`config.mk`:
```
export PLATFORM = sky130hd
export DESIGN_NAME = esf_error_status_flags
export DESIGN_NICKNAME = d
export VERILOG_FILES = /design/src/shared/esf_pkg.sv /design/src/shared/esf_log_if.sv /design/src/hw/esf_ecc_log.sv /design/src/hw/esf_error_status_flags.sv
export SDC_FILE = /design/constraint.sdc
export NUM_CORES = 1
export LEC_CHECK = 0
export ABC_AREA = 0
export BUFFER_PORTS_ARGS = -buffer_cell sky130_fd_sc_hd__buf_2
export CAP_MARGIN = 20
export CORE_UTILIZATION = 30
export DETAILED_ROUTE_END_ITERATION = 7
export HOLD_SLACK_MARGIN = 0.08
export PLACE_DENSITY_LB_ADDON = 0.1
export SYNTH_ARGS = -nofsm -noshare
export SYNTH_HDL_FRONTEND = slang
export SYNTH_SLANG_ARGS = --single-unit
```
`constraint.sdc`:
```
create_clock -name core_clk -period 1.45 [get_ports core_clk]
set_input_delay 0.145 -clock core_clk [delete_from_list [all_inputs] [get_ports core_clk]]
set_output_delay 0.145 -clock core_clk [all_outputs]
set_load 0.01 [all_outputs]
```
`src/shared/esf_pkg.sv`:
```
// Functional notes
// Set bit 14 when slot timer halts.
// Set bit 13 on run-behind queue put.
// No repeat message while iso flag set.
// Thermal flag set only when message sent.
// Software routes each trip to one message.
// No thermal message while thermal flag set.
// Set bit 9 on locked non-DRAM access.
// Set bit 7 on DRAM throttling.
// Multi-bit error sets bit 1, logs fields.
// Multi-bit flag locks log until cleared.
// Single-bit error sets bit 0, logs fields.
// Single-bit flag blocks further single-bit logging.
// Multi-bit overwrites single-bit log, sets flag.
// Single-bit after multi-bit keeps multi log.
// Software reads both ECC flags together.
// Flags clear only on power-good reset.
// Message on rising flag when enabled.
// Flags set regardless; write one clears.
// Reserved bits read zero, ignore writes.
package esf_pkg;

  // Configuration offset of the status register (two byte lanes)
  localparam logic [7:0] ESF_STATUS_OFFSET = 8'hC8;
  localparam logic [15:0] ESF_STATUS_RESET = 16'h0000;

  // Flag positions inside the status register
  localparam int ESF_BIT_ISO_FULL = 14;
  localparam int ESF_BIT_ISO_PUT = 13;
  localparam int ESF_BIT_THERMAL = 11;
  localparam int ESF_BIT_LOCK_MISS = 9;
  localparam int ESF_BIT_THROTTLE = 7;
  localparam int ESF_BIT_MULTI_ECC = 1;
  localparam int ESF_BIT_SINGLE_ECC = 0;

  // Implemented bits; everything else is reserved and reads zero
  localparam logic [15:0] ESF_IMPL_MASK = 16'h6A83;
  // Run-behind flags, used only by the message-suppression assertion
  localparam logic [15:0] ESF_ISO_MASK = 16'h6000;

endpackage : esf_pkg

```
`src/shared/esf_log_if.sv`:
```
`timescale 1ns/1ps
`default_nettype none
// Carries ECC events, current flags and logged fields between control and log
interface esf_log_if #(
  parameter int ADDR_W = 32,
  parameter int SYN_W = 8,
  parameter int CHAN_W = 1,
  parameter int DEV_W = 2
);
  logic sbe_evt; // Correctable error seen on a read
  logic mbe_evt; // Uncorrectable error seen on a read
  logic [ADDR_W-1:0] err_addr; // Failing address
  logic [SYN_W-1:0] err_syn; // Syndrome of the failing read
  logic [CHAN_W-1:0] err_chan; // Channel of the failing read
  logic [DEV_W-1:0] err_dev; // Device of the failing read
  logic sb_flag; // Current single-bit flag
  logic mb_flag; // Current multi-bit flag
  logic [ADDR_W-1:0] log_addr; // Logged address
  logic [SYN_W-1:0] log_syn; // Logged syndrome
  logic [CHAN_W-1:0] log_chan; // Logged channel
  logic [DEV_W-1:0] log_dev; // Logged destination device

  modport ctrl (output sbe_evt, mbe_evt, err_addr, err_syn, err_chan, err_dev, sb_flag, mb_flag,
                input log_addr, log_syn, log_chan, log_dev);
  modport log (input sbe_evt, mbe_evt, err_addr, err_syn, err_chan, err_dev, sb_flag, mb_flag,
               output log_addr, log_syn, log_chan, log_dev);
endinterface : esf_log_if
`default_nettype wire

```
`src/hw/esf_ecc_log.sv`:
```
`timescale 1ns/1ps
`default_nettype none
// ECC error log fields with flag-driven locking
module esf_ecc_log (
  input wire logic core_clk,
  input wire logic power_good_reset,
  esf_log_if.log lg
);

  // Logged fields, sticky like the flags that guard them
  logic [$bits(lg.err_addr)-1:0] addr_ff, nxt_addr;
  logic [$bits(lg.err_syn)-1:0] syn_ff, nxt_syn;
  logic [$bits(lg.err_chan)-1:0] chan_ff, nxt_chan;
  logic [$bits(lg.err_dev)-1:0] dev_ff, nxt_dev;
  logic mb_take; // Multi-bit capture allowed
  logic sb_take; // Single-bit capture allowed

  // Capture decision; a multi-bit error wins over a single-bit one in the same cycle
  always_comb begin
    mb_take = lg.mbe_evt && !lg.mb_flag;
    sb_take = lg.sbe_evt && !lg.sb_flag && !lg.mb_flag && !lg.mbe_evt;
    nxt_addr = addr_ff;
    nxt_syn = syn_ff;
    nxt_chan = chan_ff;
    nxt_dev = dev_ff;
    if (mb_take || sb_take) begin
      nxt_addr = lg.err_addr;
      nxt_syn = lg.err_syn;
      nxt_dev = lg.err_dev;
    end
    // Channel is only part of the multi-bit signature
    if (mb_take) begin
      nxt_chan = lg.err_chan;
    end
  end

  // Only power-good clears the log, so it survives ordinary resets
  always_ff @(posedge core_clk) begin
    if (power_good_reset) begin
      addr_ff <= '0;
      syn_ff <= '0;
      chan_ff <= '0;
      dev_ff <= '0;
    end else begin
      addr_ff <= nxt_addr;
      syn_ff <= nxt_syn;
      chan_ff <= nxt_chan;
      dev_ff <= nxt_dev;
    end
  end

  assign lg.log_addr = addr_ff;
  assign lg.log_syn = syn_ff;
  assign lg.log_chan = chan_ff;
  assign lg.log_dev = dev_ff;
endmodule : esf_ecc_log
`default_nettype wire

```
`src/hw/esf_error_status_flags.sv`:
```
`timescale 1ns/1ps
`default_nettype none
// Sticky write-one-to-clear error status flags with message generation
module esf_error_status_flags #(
  parameter int ADDR_W = 32,
  parameter int SYN_W = 8,
  parameter int CHAN_W = 1,
  parameter int DEV_W = 2
) (
  input wire logic core_clk,
  input wire logic sys_rst,
  input wire logic power_good_reset,
  // Configuration space access
  input wire logic cfg_wr,
  input wire logic cfg_rd,
  input wire logic [7:0] cfg_addr,
  input wire logic [1:0] cfg_be,
  input wire logic [15:0] cfg_wdata,
  output logic [15:0] cfg_rdata,
  output logic cfg_rvalid,
  // Message enables held by neighbouring registers
  input wire logic [15:0] error_message_enables,
  input wire logic pci_serr_enable,
  input wire logic smi_thermal_enable,
  input wire logic sci_thermal_enable,
  // Event pulses from the memory controller, same clock
  input wire logic iso_full_evt,
  input wire logic iso_put_evt,
  input wire logic thermal_trip_evt,
  input wire logic lock_miss_evt,
  input wire logic throttle_evt,
  input wire logic sbe_evt,
  input wire logic mbe_evt,
  input wire logic [ADDR_W-1:0] ecc_err_addr,
  input wire logic [SYN_W-1:0] ecc_err_syn,
  input wire logic [CHAN_W-1:0] ecc_err_chan,
  input wire logic [DEV_W-1:0] ecc_err_dev,
  // Outgoing messages and status
  output logic serr_msg,
  output logic smi_msg,
  output logic sci_msg,
  output logic [15:0] error_status_flags,
  output logic [ADDR_W-1:0] ecc_error_address_log,
  output logic [SYN_W-1:0] ecc_syndrome_log,
  output logic [CHAN_W-1:0] ecc_channel_log,
  output logic [DEV_W-1:0] ecc_destination_log
);

  // Expands byte enables into a 16-bit lane mask
  function automatic logic [15:0] lane_mask(input logic [1:0] be);
    lane_mask = {{8{be[1]}}, {8{be[0]}}};
  endfunction

  // Sticky flags; only power-good or a write of one clears them
  logic [15:0] flags_ff, nxt_flags;
  // Message pulses and read path; cleared by the ordinary reset
  logic serr_ff, nxt_serr;
  logic smi_ff, nxt_smi;
  logic sci_ff, nxt_sci;
  logic [15:0] rdata_ff, nxt_rdata;
  logic rvalid_ff, nxt_rvalid;
  logic hit; // Access targets the status register
  logic [15:0] clr; // Write-one-to-clear request per bit
  logic [15:0] set; // Hardware set request per bit
  logic [15:0] rise; // Flags going from zero to one this cycle
  logic therm_route; // Some message path is enabled for thermal trips
  logic therm_sent; // A thermal message goes out this cycle

  esf_log_if #(.ADDR_W(ADDR_W), .SYN_W(SYN_W), .CHAN_W(CHAN_W), .DEV_W(DEV_W)) log_bus ();

  // Flag update: hardware sets take priority over a same-cycle software clear
  always_comb begin
    hit = cfg_addr == esf_pkg::ESF_STATUS_OFFSET;
    // Writing zero leaves a flag alone; reserved bits are masked off
    clr = (cfg_wr && hit) ? (cfg_wdata & lane_mask(cfg_be) & esf_pkg::ESF_IMPL_MASK) : 16'h0000;
    // One message type per trip is software's duty; any enabled path counts
    therm_route = (error_message_enables[esf_pkg::ESF_BIT_THERMAL] && pci_serr_enable)
                  || smi_thermal_enable || sci_thermal_enable;
    // A trip while the flag is set sends nothing and so cannot set it again
    therm_sent = thermal_trip_evt && therm_route && !flags_ff[esf_pkg::ESF_BIT_THERMAL];
    set = 16'h0000;
    set[esf_pkg::ESF_BIT_ISO_FULL] = iso_full_evt;
    set[esf_pkg::ESF_BIT_ISO_PUT] = iso_put_evt;
    set[esf_pkg::ESF_BIT_THERMAL] = therm_sent;
    set[esf_pkg::ESF_BIT_LOCK_MISS] = lock_miss_evt;
    set[esf_pkg::ESF_BIT_THROTTLE] = throttle_evt;
    set[esf_pkg::ESF_BIT_MULTI_ECC] = mbe_evt;
    set[esf_pkg::ESF_BIT_SINGLE_ECC] = sbe_evt;
    // Flags other than thermal set whether or not any message is enabled
    nxt_flags = ((flags_ff & ~clr) | set) & esf_pkg::ESF_IMPL_MASK;
    // Only a zero-to-one change may raise a message; a flag already set stays quiet
    rise = set & ~flags_ff;
  end

  // Sticky flag storage; the ordinary reset is deliberately not seen here
  always_ff @(posedge core_clk) begin
    if (power_good_reset) begin
      flags_ff <= esf_pkg::ESF_STATUS_RESET;
    end else begin
      flags_ff <= nxt_flags;
    end
  end

  // Messages fire only on a zero-to-one edge, so a set flag stays quiet
  always_comb begin
    nxt_serr = pci_serr_enable && |(rise & error_message_enables & esf_pkg::ESF_IMPL_MASK);
    nxt_smi = therm_sent && smi_thermal_enable;
    nxt_sci = therm_sent && sci_thermal_enable;
    // Read returns the flags one cycle after the request
    nxt_rvalid = cfg_rd;
    nxt_rdata = 16'h0000;
    if (cfg_rd && hit) begin
      nxt_rdata = flags_ff & lane_mask(cfg_be);
    end
  end

  // Message and read registers
  always_ff @(posedge core_clk) begin
    if (sys_rst || power_good_reset) begin
      serr_ff <= 1'b0;
      smi_ff <= 1'b0;
      sci_ff <= 1'b0;
      rdata_ff <= 16'h0000;
      rvalid_ff <= 1'b0;
    end else begin
      serr_ff <= nxt_serr;
      smi_ff <= nxt_smi;
      sci_ff <= nxt_sci;
      rdata_ff <= nxt_rdata;
      rvalid_ff <= nxt_rvalid;
    end
  end

  // Feed the log keeper with events and the flags that lock it
  assign log_bus.sbe_evt = sbe_evt;
  assign log_bus.mbe_evt = mbe_evt;
  assign log_bus.err_addr = ecc_err_addr;
  assign log_bus.err_syn = ecc_err_syn;
  assign log_bus.err_chan = ecc_err_chan;
  assign log_bus.err_dev = ecc_err_dev;
  assign log_bus.sb_flag = flags_ff[esf_pkg::ESF_BIT_SINGLE_ECC];
  assign log_bus.mb_flag = flags_ff[esf_pkg::ESF_BIT_MULTI_ECC];

  // Log fields, locked by the ECC flags
  esf_ecc_log u_ecc_log (
    .core_clk(core_clk),
    .power_good_reset(power_good_reset),
    .lg(log_bus.log)
  );

  assign cfg_rdata = rdata_ff;
  assign cfg_rvalid = rvalid_ff;
  assign serr_msg = serr_ff;
  assign smi_msg = smi_ff;
  assign sci_msg = sci_ff;
  assign error_status_flags = flags_ff;
  assign ecc_error_address_log = log_bus.log_addr;
  assign ecc_syndrome_log = log_bus.log_syn;
  assign ecc_channel_log = log_bus.log_chan;
  assign ecc_destination_log = log_bus.log_dev;
endmodule : esf_error_status_flags
`default_nettype wire

```
======== Word level (Yosys, flattened, before mapping) ========
Index checks and enable logic that the tools add are counted.
cells by class
  bitwise gates (word level) .............. 9
  equal/unequal tests ..................... 1
  reduce and logical (&&, ||, !) cells .... 22
  mux-type cells .......................... 1
operators by type and width
  kind                  number
  $and A15 B15 Y15      4
  $not A15 Y15          2
  $and A15 B16 Y16      1
  $mux W15              1
  $or A15 B15 Y15       1
  $logic_and A1 B1 Y1   12
  $eq A8 B8 Y1 const B  1
  $reduce_or A7 Y1      1
  $logic_not A1 Y1      4
  $logic_or A1 B1 Y1    4
  $reduce_or A2 Y1      1
  $not A1 Y1            1
word-level totals
  register bits after elaboration ......... 70
  logic and storage cells ................. 43
  input port bits ......................... 100

======== Longest topological paths before layout ========
  depth after elaboration ................. 9
  gate-level depth with buffers ........... 6
  depth with buffers taken out ............ 4

======== By module ========
Synthesis repeated with hierarchy kept, for this count alone.
second synthesis, totals
  cell total of the unflattened synthesis .. 279
  area total of the unflattened synthesis .. 2821.5 µm²
by module, submodules not included
  module                  cells each  sequential area each (µm²)  instances  area each (µm²)
  esf_ecc_log             188         860.8                       1          1953.1
  esf_error_status_flags  91          360.3                       1          868.3

======== Least setup slack after synthesis ========
Ideal clock, no wire load.
  path type ............................... register -> register
  start point ............................. register flags_ff[0], in the netlist error_status_flags[0]
  end point ............................... register u_ecc_log.addr_ff[10], in the netlist u_ecc_log.lg.log_addr[10]
  clock period less this slack ............ 1228 ps
  required time ........................... 1380 ps
  data arrival time ....................... 1158 ps
  setup slack ............................. 222 ps
  library setup time ...................... 70 ps
  cell stages (with the launch flop) ...... 6
  cell sequence ........................... dfxtp_1 > nor2b_1 > o21bai_1 > clkbuf_1 > nand2_1 > a21oi_1
between the ends
  word-level cells in the longest chain between the ends .. 5
ends and longest elaborated chain
  item                               line                           source
  from (decl)                        esf_error_status_flags.sv:55   logic [15:0] flags_ff, nxt_flags;
  from (signal assigned)             esf_error_status_flags.sv:98   flags_ff <= esf_pkg::ESF_STATUS_RESET;
  from (signal assigned)             esf_error_status_flags.sv:100  flags_ff <= nxt_flags;
  $logic_not A1 Y1                   esf_ecc_log.sv:21              sb_take = lg.sbe_evt && !lg.sb_flag && !lg.mb_flag && !lg.mbe_evt;
  $logic_and A1 B1 Y1 (3 in series)  esf_ecc_log.sv:21
  $logic_or A1 B1 Y1                 esf_ecc_log.sv:26              if (mb_take || sb_take) begin
  to (signal assigned)               esf_ecc_log.sv:45              addr_ff <= nxt_addr;
  to (decl)                          esf_ecc_log.sv:11              logic [$bits(lg.err_addr)-1:0] addr_ff, nxt_addr;
Every way passes these cells.
A chain may end at the register's enable or synchronous reset.

======== Worst setup path after layout ========
  start point ............................. input port smi_thermal_enable
  end point ............................... register serr_ff, in the netlist serr_msg
between the ends
  word-level cells in the longest chain between the ends .. 8
ends and longest elaborated chain
  item                               line                           source
  from (decl)                        esf_error_status_flags.sv:24   input wire logic smi_thermal_enable,
  $logic_or A1 B1 Y1 (2 in series)   esf_error_status_flags.sv:78   || smi_thermal_enable || sci_thermal_enable;
  $logic_and A1 B1 Y1 (2 in series)  esf_error_status_flags.sv:80   therm_sent = thermal_trip_evt && therm_route && !flags_ff[esf_pkg::ESF_BIT_THERMAL];
  $and A15 B15 Y15                   esf_error_status_flags.sv:92   rise = set & ~flags_ff;
  $and A15 B15 Y15                   esf_error_status_flags.sv:106  nxt_serr = pci_serr_enable && |(rise & error_message_enables & esf_pkg::ESF_IMPL_MASK);
  $reduce_or A7 Y1                   esf_error_status_flags.sv:106
  $logic_and A1 B1 Y1                esf_error_status_flags.sv:106
  to (signal assigned)               esf_error_status_flags.sv:126  serr_ff <= nxt_serr;
  to (decl)                          esf_error_status_flags.sv:57   logic serr_ff, nxt_serr;
Every way passes these cells.

==> results.md <==
- At the worst endpoint, the required time is 1.67 ns.
- The total wirelength of the detailed-routed design is 6850 microns.
- The remaining global-route overflow is 0.
- The net count of the finished layout is 579.
- The H-tree generated during clock tree synthesis spans 3 levels.
- The number of buffers created by CTS is 9.
- OpenSTA, run right after detailed placement, puts the worst setup slack at approximately 0.035 ns.
- The all-layer global routing usage is 16.9%.
- The kind of path behind the tightest hold check is in -> reg.
- Clock-pin slew was measured on the worst setup and hold paths at 0.07 ns.
- The path type of the worst setup path is in -> reg.
- After synthesis, the cell types taking the most area are sky130_fd_sc_hd__dfxtp_1, sky130_fd_sc_hd__nand2_1, sky130_fd_sc_hd__a21oi_1.
- Across the routed clock network, the largest skew measured is between 0.008 and 0.009 ns.
- The combinational share of power is 16.4%.
- The topmost layer with routed signal wires is met4.
- The number of search-and-repair iterations in the first detailed-routing pass is 4.
- STA classifies the critical path startpoint as an input pin.
- The half-perimeter wire length of the detailed placement result is 4400 microns.
- Static timing analysis puts the maximum clock frequency at 0.784 GHz.
- Measured along the x axis, the die boundary spans 90.6 microns.
- Of the total power, the clock network draws 40.4%.
- Yosys printed 0 warnings.
- After synthesis, the netlist uses 26 different library cells.
- The final period utilization is between 80% and 90%.
- The site row count is 31.
- Summed over its instances, the top area cell type makes up 51.9% of the synthesized netlist area.
- The DRC violation total after the first TritonRoute iteration is 77.
- The area of the core is 7410 sq um.
- The setup TNS is 0 ns.
- After technology mapping, the gate count stands at 287.
- Along the worst path, the maximum fanout reaches 2.
- The cell area after synthesis is between 2000 and 2500 sq um.
- The signed area change from the synthesized netlist to the final layout is 64.1%.
- The arrival time at the worst endpoint is 1.50 ns.
- The remaining routing DRC violations is 0.
- The number of global-route vias before repair was 2362.
- The routed layout has 2496 vias.
- After detailed routing, the met3 layer carries 481 microns of wire.
- The internal power summed over all cells is around 3.2 mW.
- Setup repair after global routing left no endpoint under its margin.
- For the finished layout, the period the worst path requires is 1.28 ns.
- The number of clock sinks seen by CTS is just over 60.
- The residual antenna-violating net count after detailed routing is 0.
- Sequential cells were found to cover between 50% and 60% of the synthesized design area.
- Dividing total power by cell area gives a power density of around 1100 nW/um^2.
- The initial antenna violation count is 0.
- The final weighted congestion in routability-driven placement is 0.764.
- Net switching is between 20% and 30% of the power.
- The average footprint of a synthesized cell is 8.20 sq um.
- Counting along the longest clock path gives a buffer depth of 2.
- The pin slew with the least headroom to its limit is 0.567 ns.
- For this design the total switching power over the nets is about 1.0 mW.
- The worst-case vdd ir drop is 0.000531 V.
- After detailed routing, the number of vias per cell comes to between 4 and 5.
- Of the cells placed in the final design, the portion with a size suffix greater than 1 is 34.7%.
- The maximum number of pins on one net before global-route repair is 51.
- The total inserted antenna cells is 0.
- At the later pin of the worst-skew pair, clock insertion delay measures around 0.33 ns.
- For this configuration, the core starts out at a cell density of 31.8%.
- The worst relative slew slack is about 62%.
- In the final routing, the length of wire on met1 measures 2980 microns.
- The most used flip-flop cell after synthesis is sky130_fd_sc_hd__dfxtp_1.
- The met2 wire length is 3300 microns.
- The vertical extent of the die is 90.6 microns.
- Setup violations remaining at the end of the flow were counted as 0.
- For this run, asynchronously set or reset flops after synthesis account for 0%.
- TritonCTS built the clock tree.
- The run finished with clean final reports.
- The final-report hold violation count came to 0.
- Across the run, the number of max-cap violations was 0.
- The biggest area contributor in the post-synthesis netlist is sky130_fd_sc_hd__dfxtp_1.
- The number of flops mapped to enable cells by yosys is 0.
- The die covers between 8000 and 9000 sq um.
- The static leakage is 1.96 nW.
- The max-slew violation count came to 0.
- The boundary pin count is 179.
- In this run, synthesis produced a sequential element count of slightly above 60.
- The first global-routing pass estimated 11000 microns of wire.
- In this run the clock root is driven by a sky130_fd_sc_hd__clkbuf_8.
- The post-CTS repair timing setup buffer count is 0.
- During placement, the flow inserted port buffers numbering 142.
- The sequential share of power is 43.2%.
- The worst setup path is captured at a flip-flop.
- The average wire length per cell after detail routing is 11.7 microns.
- The final worst setup slack is 0.174 ns.
-- cells in the final DEF (no fill, tap or decap), drive strengths merged, types with 3 or more instances in the layout --
| cell type | count |
|---|---|
| a41o | 4 |
| clkbuf | 12 |
| a21oi | 49 |
| buf | 147 |
| nand3 | 4 |
| nand2 | 90 |
| conb | 18 |
| and3 | 4 |
| o31ai | 3 |
| inv | 11 |
| and2 | 4 |
| dlygate4sd3 | 52 |
| nor2 | 8 |
| dfxtp | 61 |
-- power by group through the flow --
stage / combinational [mW] / clock (mW) / sequential, mW
finish: 0.695 / 1.71 / 1.83
global route: 0.765 / 1.84 / 1.84
CTS: 0.699 / 1.76 / 1.83
detailed placement: 0.588 / 0 / 1.86
global placement: 0.584 / 0 / 1.86
floorplan: 0.287 / 0 / 1.91
-- cell families after synthesis --
family | share of synthesized area, %
compound gates | 15.1
mux | 0.426
flops | 51.9
other cells | 0.159
simple gates | 21.6
buf+inv | 10.8
-- flip-flops by register name (all words and copies together) (netlist names) --
| signal | count |
|---|---|
| cfg_rvalid | 1 |
| u_ecc_log.lg.log_dev | 2 |
| u_ecc_log.lg.log_chan | 1 |
| error_status_flags | 7 |
| serr_msg | 1 |
| u_ecc_log.lg.log_syn | 8 |
| sci_msg | 1 |
| smi_msg | 1 |
| cfg_rdata | 7 |
| u_ecc_log.lg.log_addr | 32 |
-- worst paths after layout --
check	startpoint	endpoint	slack [ns]	cells past startpoint
setup / recovery	smi_thermal_enable	serr_msg	0.17	6
hold / removal	sys_rst	serr_msg	0.1	4
setup reg to reg	error_status_flags[0]	u_ecc_log.lg.log_addr[17]	0.19	5
hold reg to reg	u_ecc_log.lg.log_addr[28]	u_ecc_log.lg.log_addr[28]	0.45	2
-- area by class of cell --
class	instances	area (sq um)
clock buffers	12	155
clock inverters	4	70.1
fillers	742	3550
inverters	11	41.3
multi-input cells	197	955
flip-flops and latches	61	1220
well taps	99	124
repair buffers	199	1290
-- cell usage after synthesis, types with 3 or more instances --
library cell	n
sky130_fd_sc_hd__nand2_1	90
sky130_fd_sc_hd__dfxtp_1	61
sky130_fd_sc_hd__a21oi_1	49
sky130_fd_sc_hd__buf_4	20
sky130_fd_sc_hd__inv_1	11
sky130_fd_sc_hd__clkbuf_1	10
sky130_fd_sc_hd__nor2_1	7
sky130_fd_sc_hd__buf_2	5
sky130_fd_sc_hd__a41o_1	4
sky130_fd_sc_hd__and2_1	4
sky130_fd_sc_hd__and3_1	4
sky130_fd_sc_hd__nand3_1	4
sky130_fd_sc_hd__o31ai_1	3
-- stage by stage --
stage,cells,hold slack [ns],power (mW),util (%),area [sq um]
after floorplan,304,0.264,2.20,-,2420
after global placement,515,0.381,2.44,42.0,3110
after detailed placement,515,0.386,2.45,42.0,3110
after CTS,583,0.0840,4.29,52.1,3860
after global routing,583,0.0862,4.45,52.1,3860
final,583,0.100,4.23,52.1,3860
-- worst max-delay path, cell delays in order --
cell and delay (ns):
sky130_fd_sc_hd__dlygate4sd3_1 0.54, sky130_fd_sc_hd__buf_2 0.13, sky130_fd_sc_hd__a211o_1 0.27, sky130_fd_sc_hd__and3_1 0.18, sky130_fd_sc_hd__nor4_1 0.17, sky130_fd_sc_hd__nor2_1 0.07
-- metal layers --
| metal | up-vias | GRT usage [%] |
|---|---|---|
| li1 | 1277 | - |
| met1 | 1114 | 19.5 |
| met2 | 96 | 29.4 |
| met3 | 9 | 4.97 |
| met4 | 0 | 6.05 |
| met5 | - | 0 |
-- repair_timing --
item                                    in CTS  in global routing
hold buffers                                52                  0
endpoints found under the setup margin       0                 15
endpoints found under the hold margin       52                  0
resized for setup                            0                  1
Power figures use the tool's default switching activity.
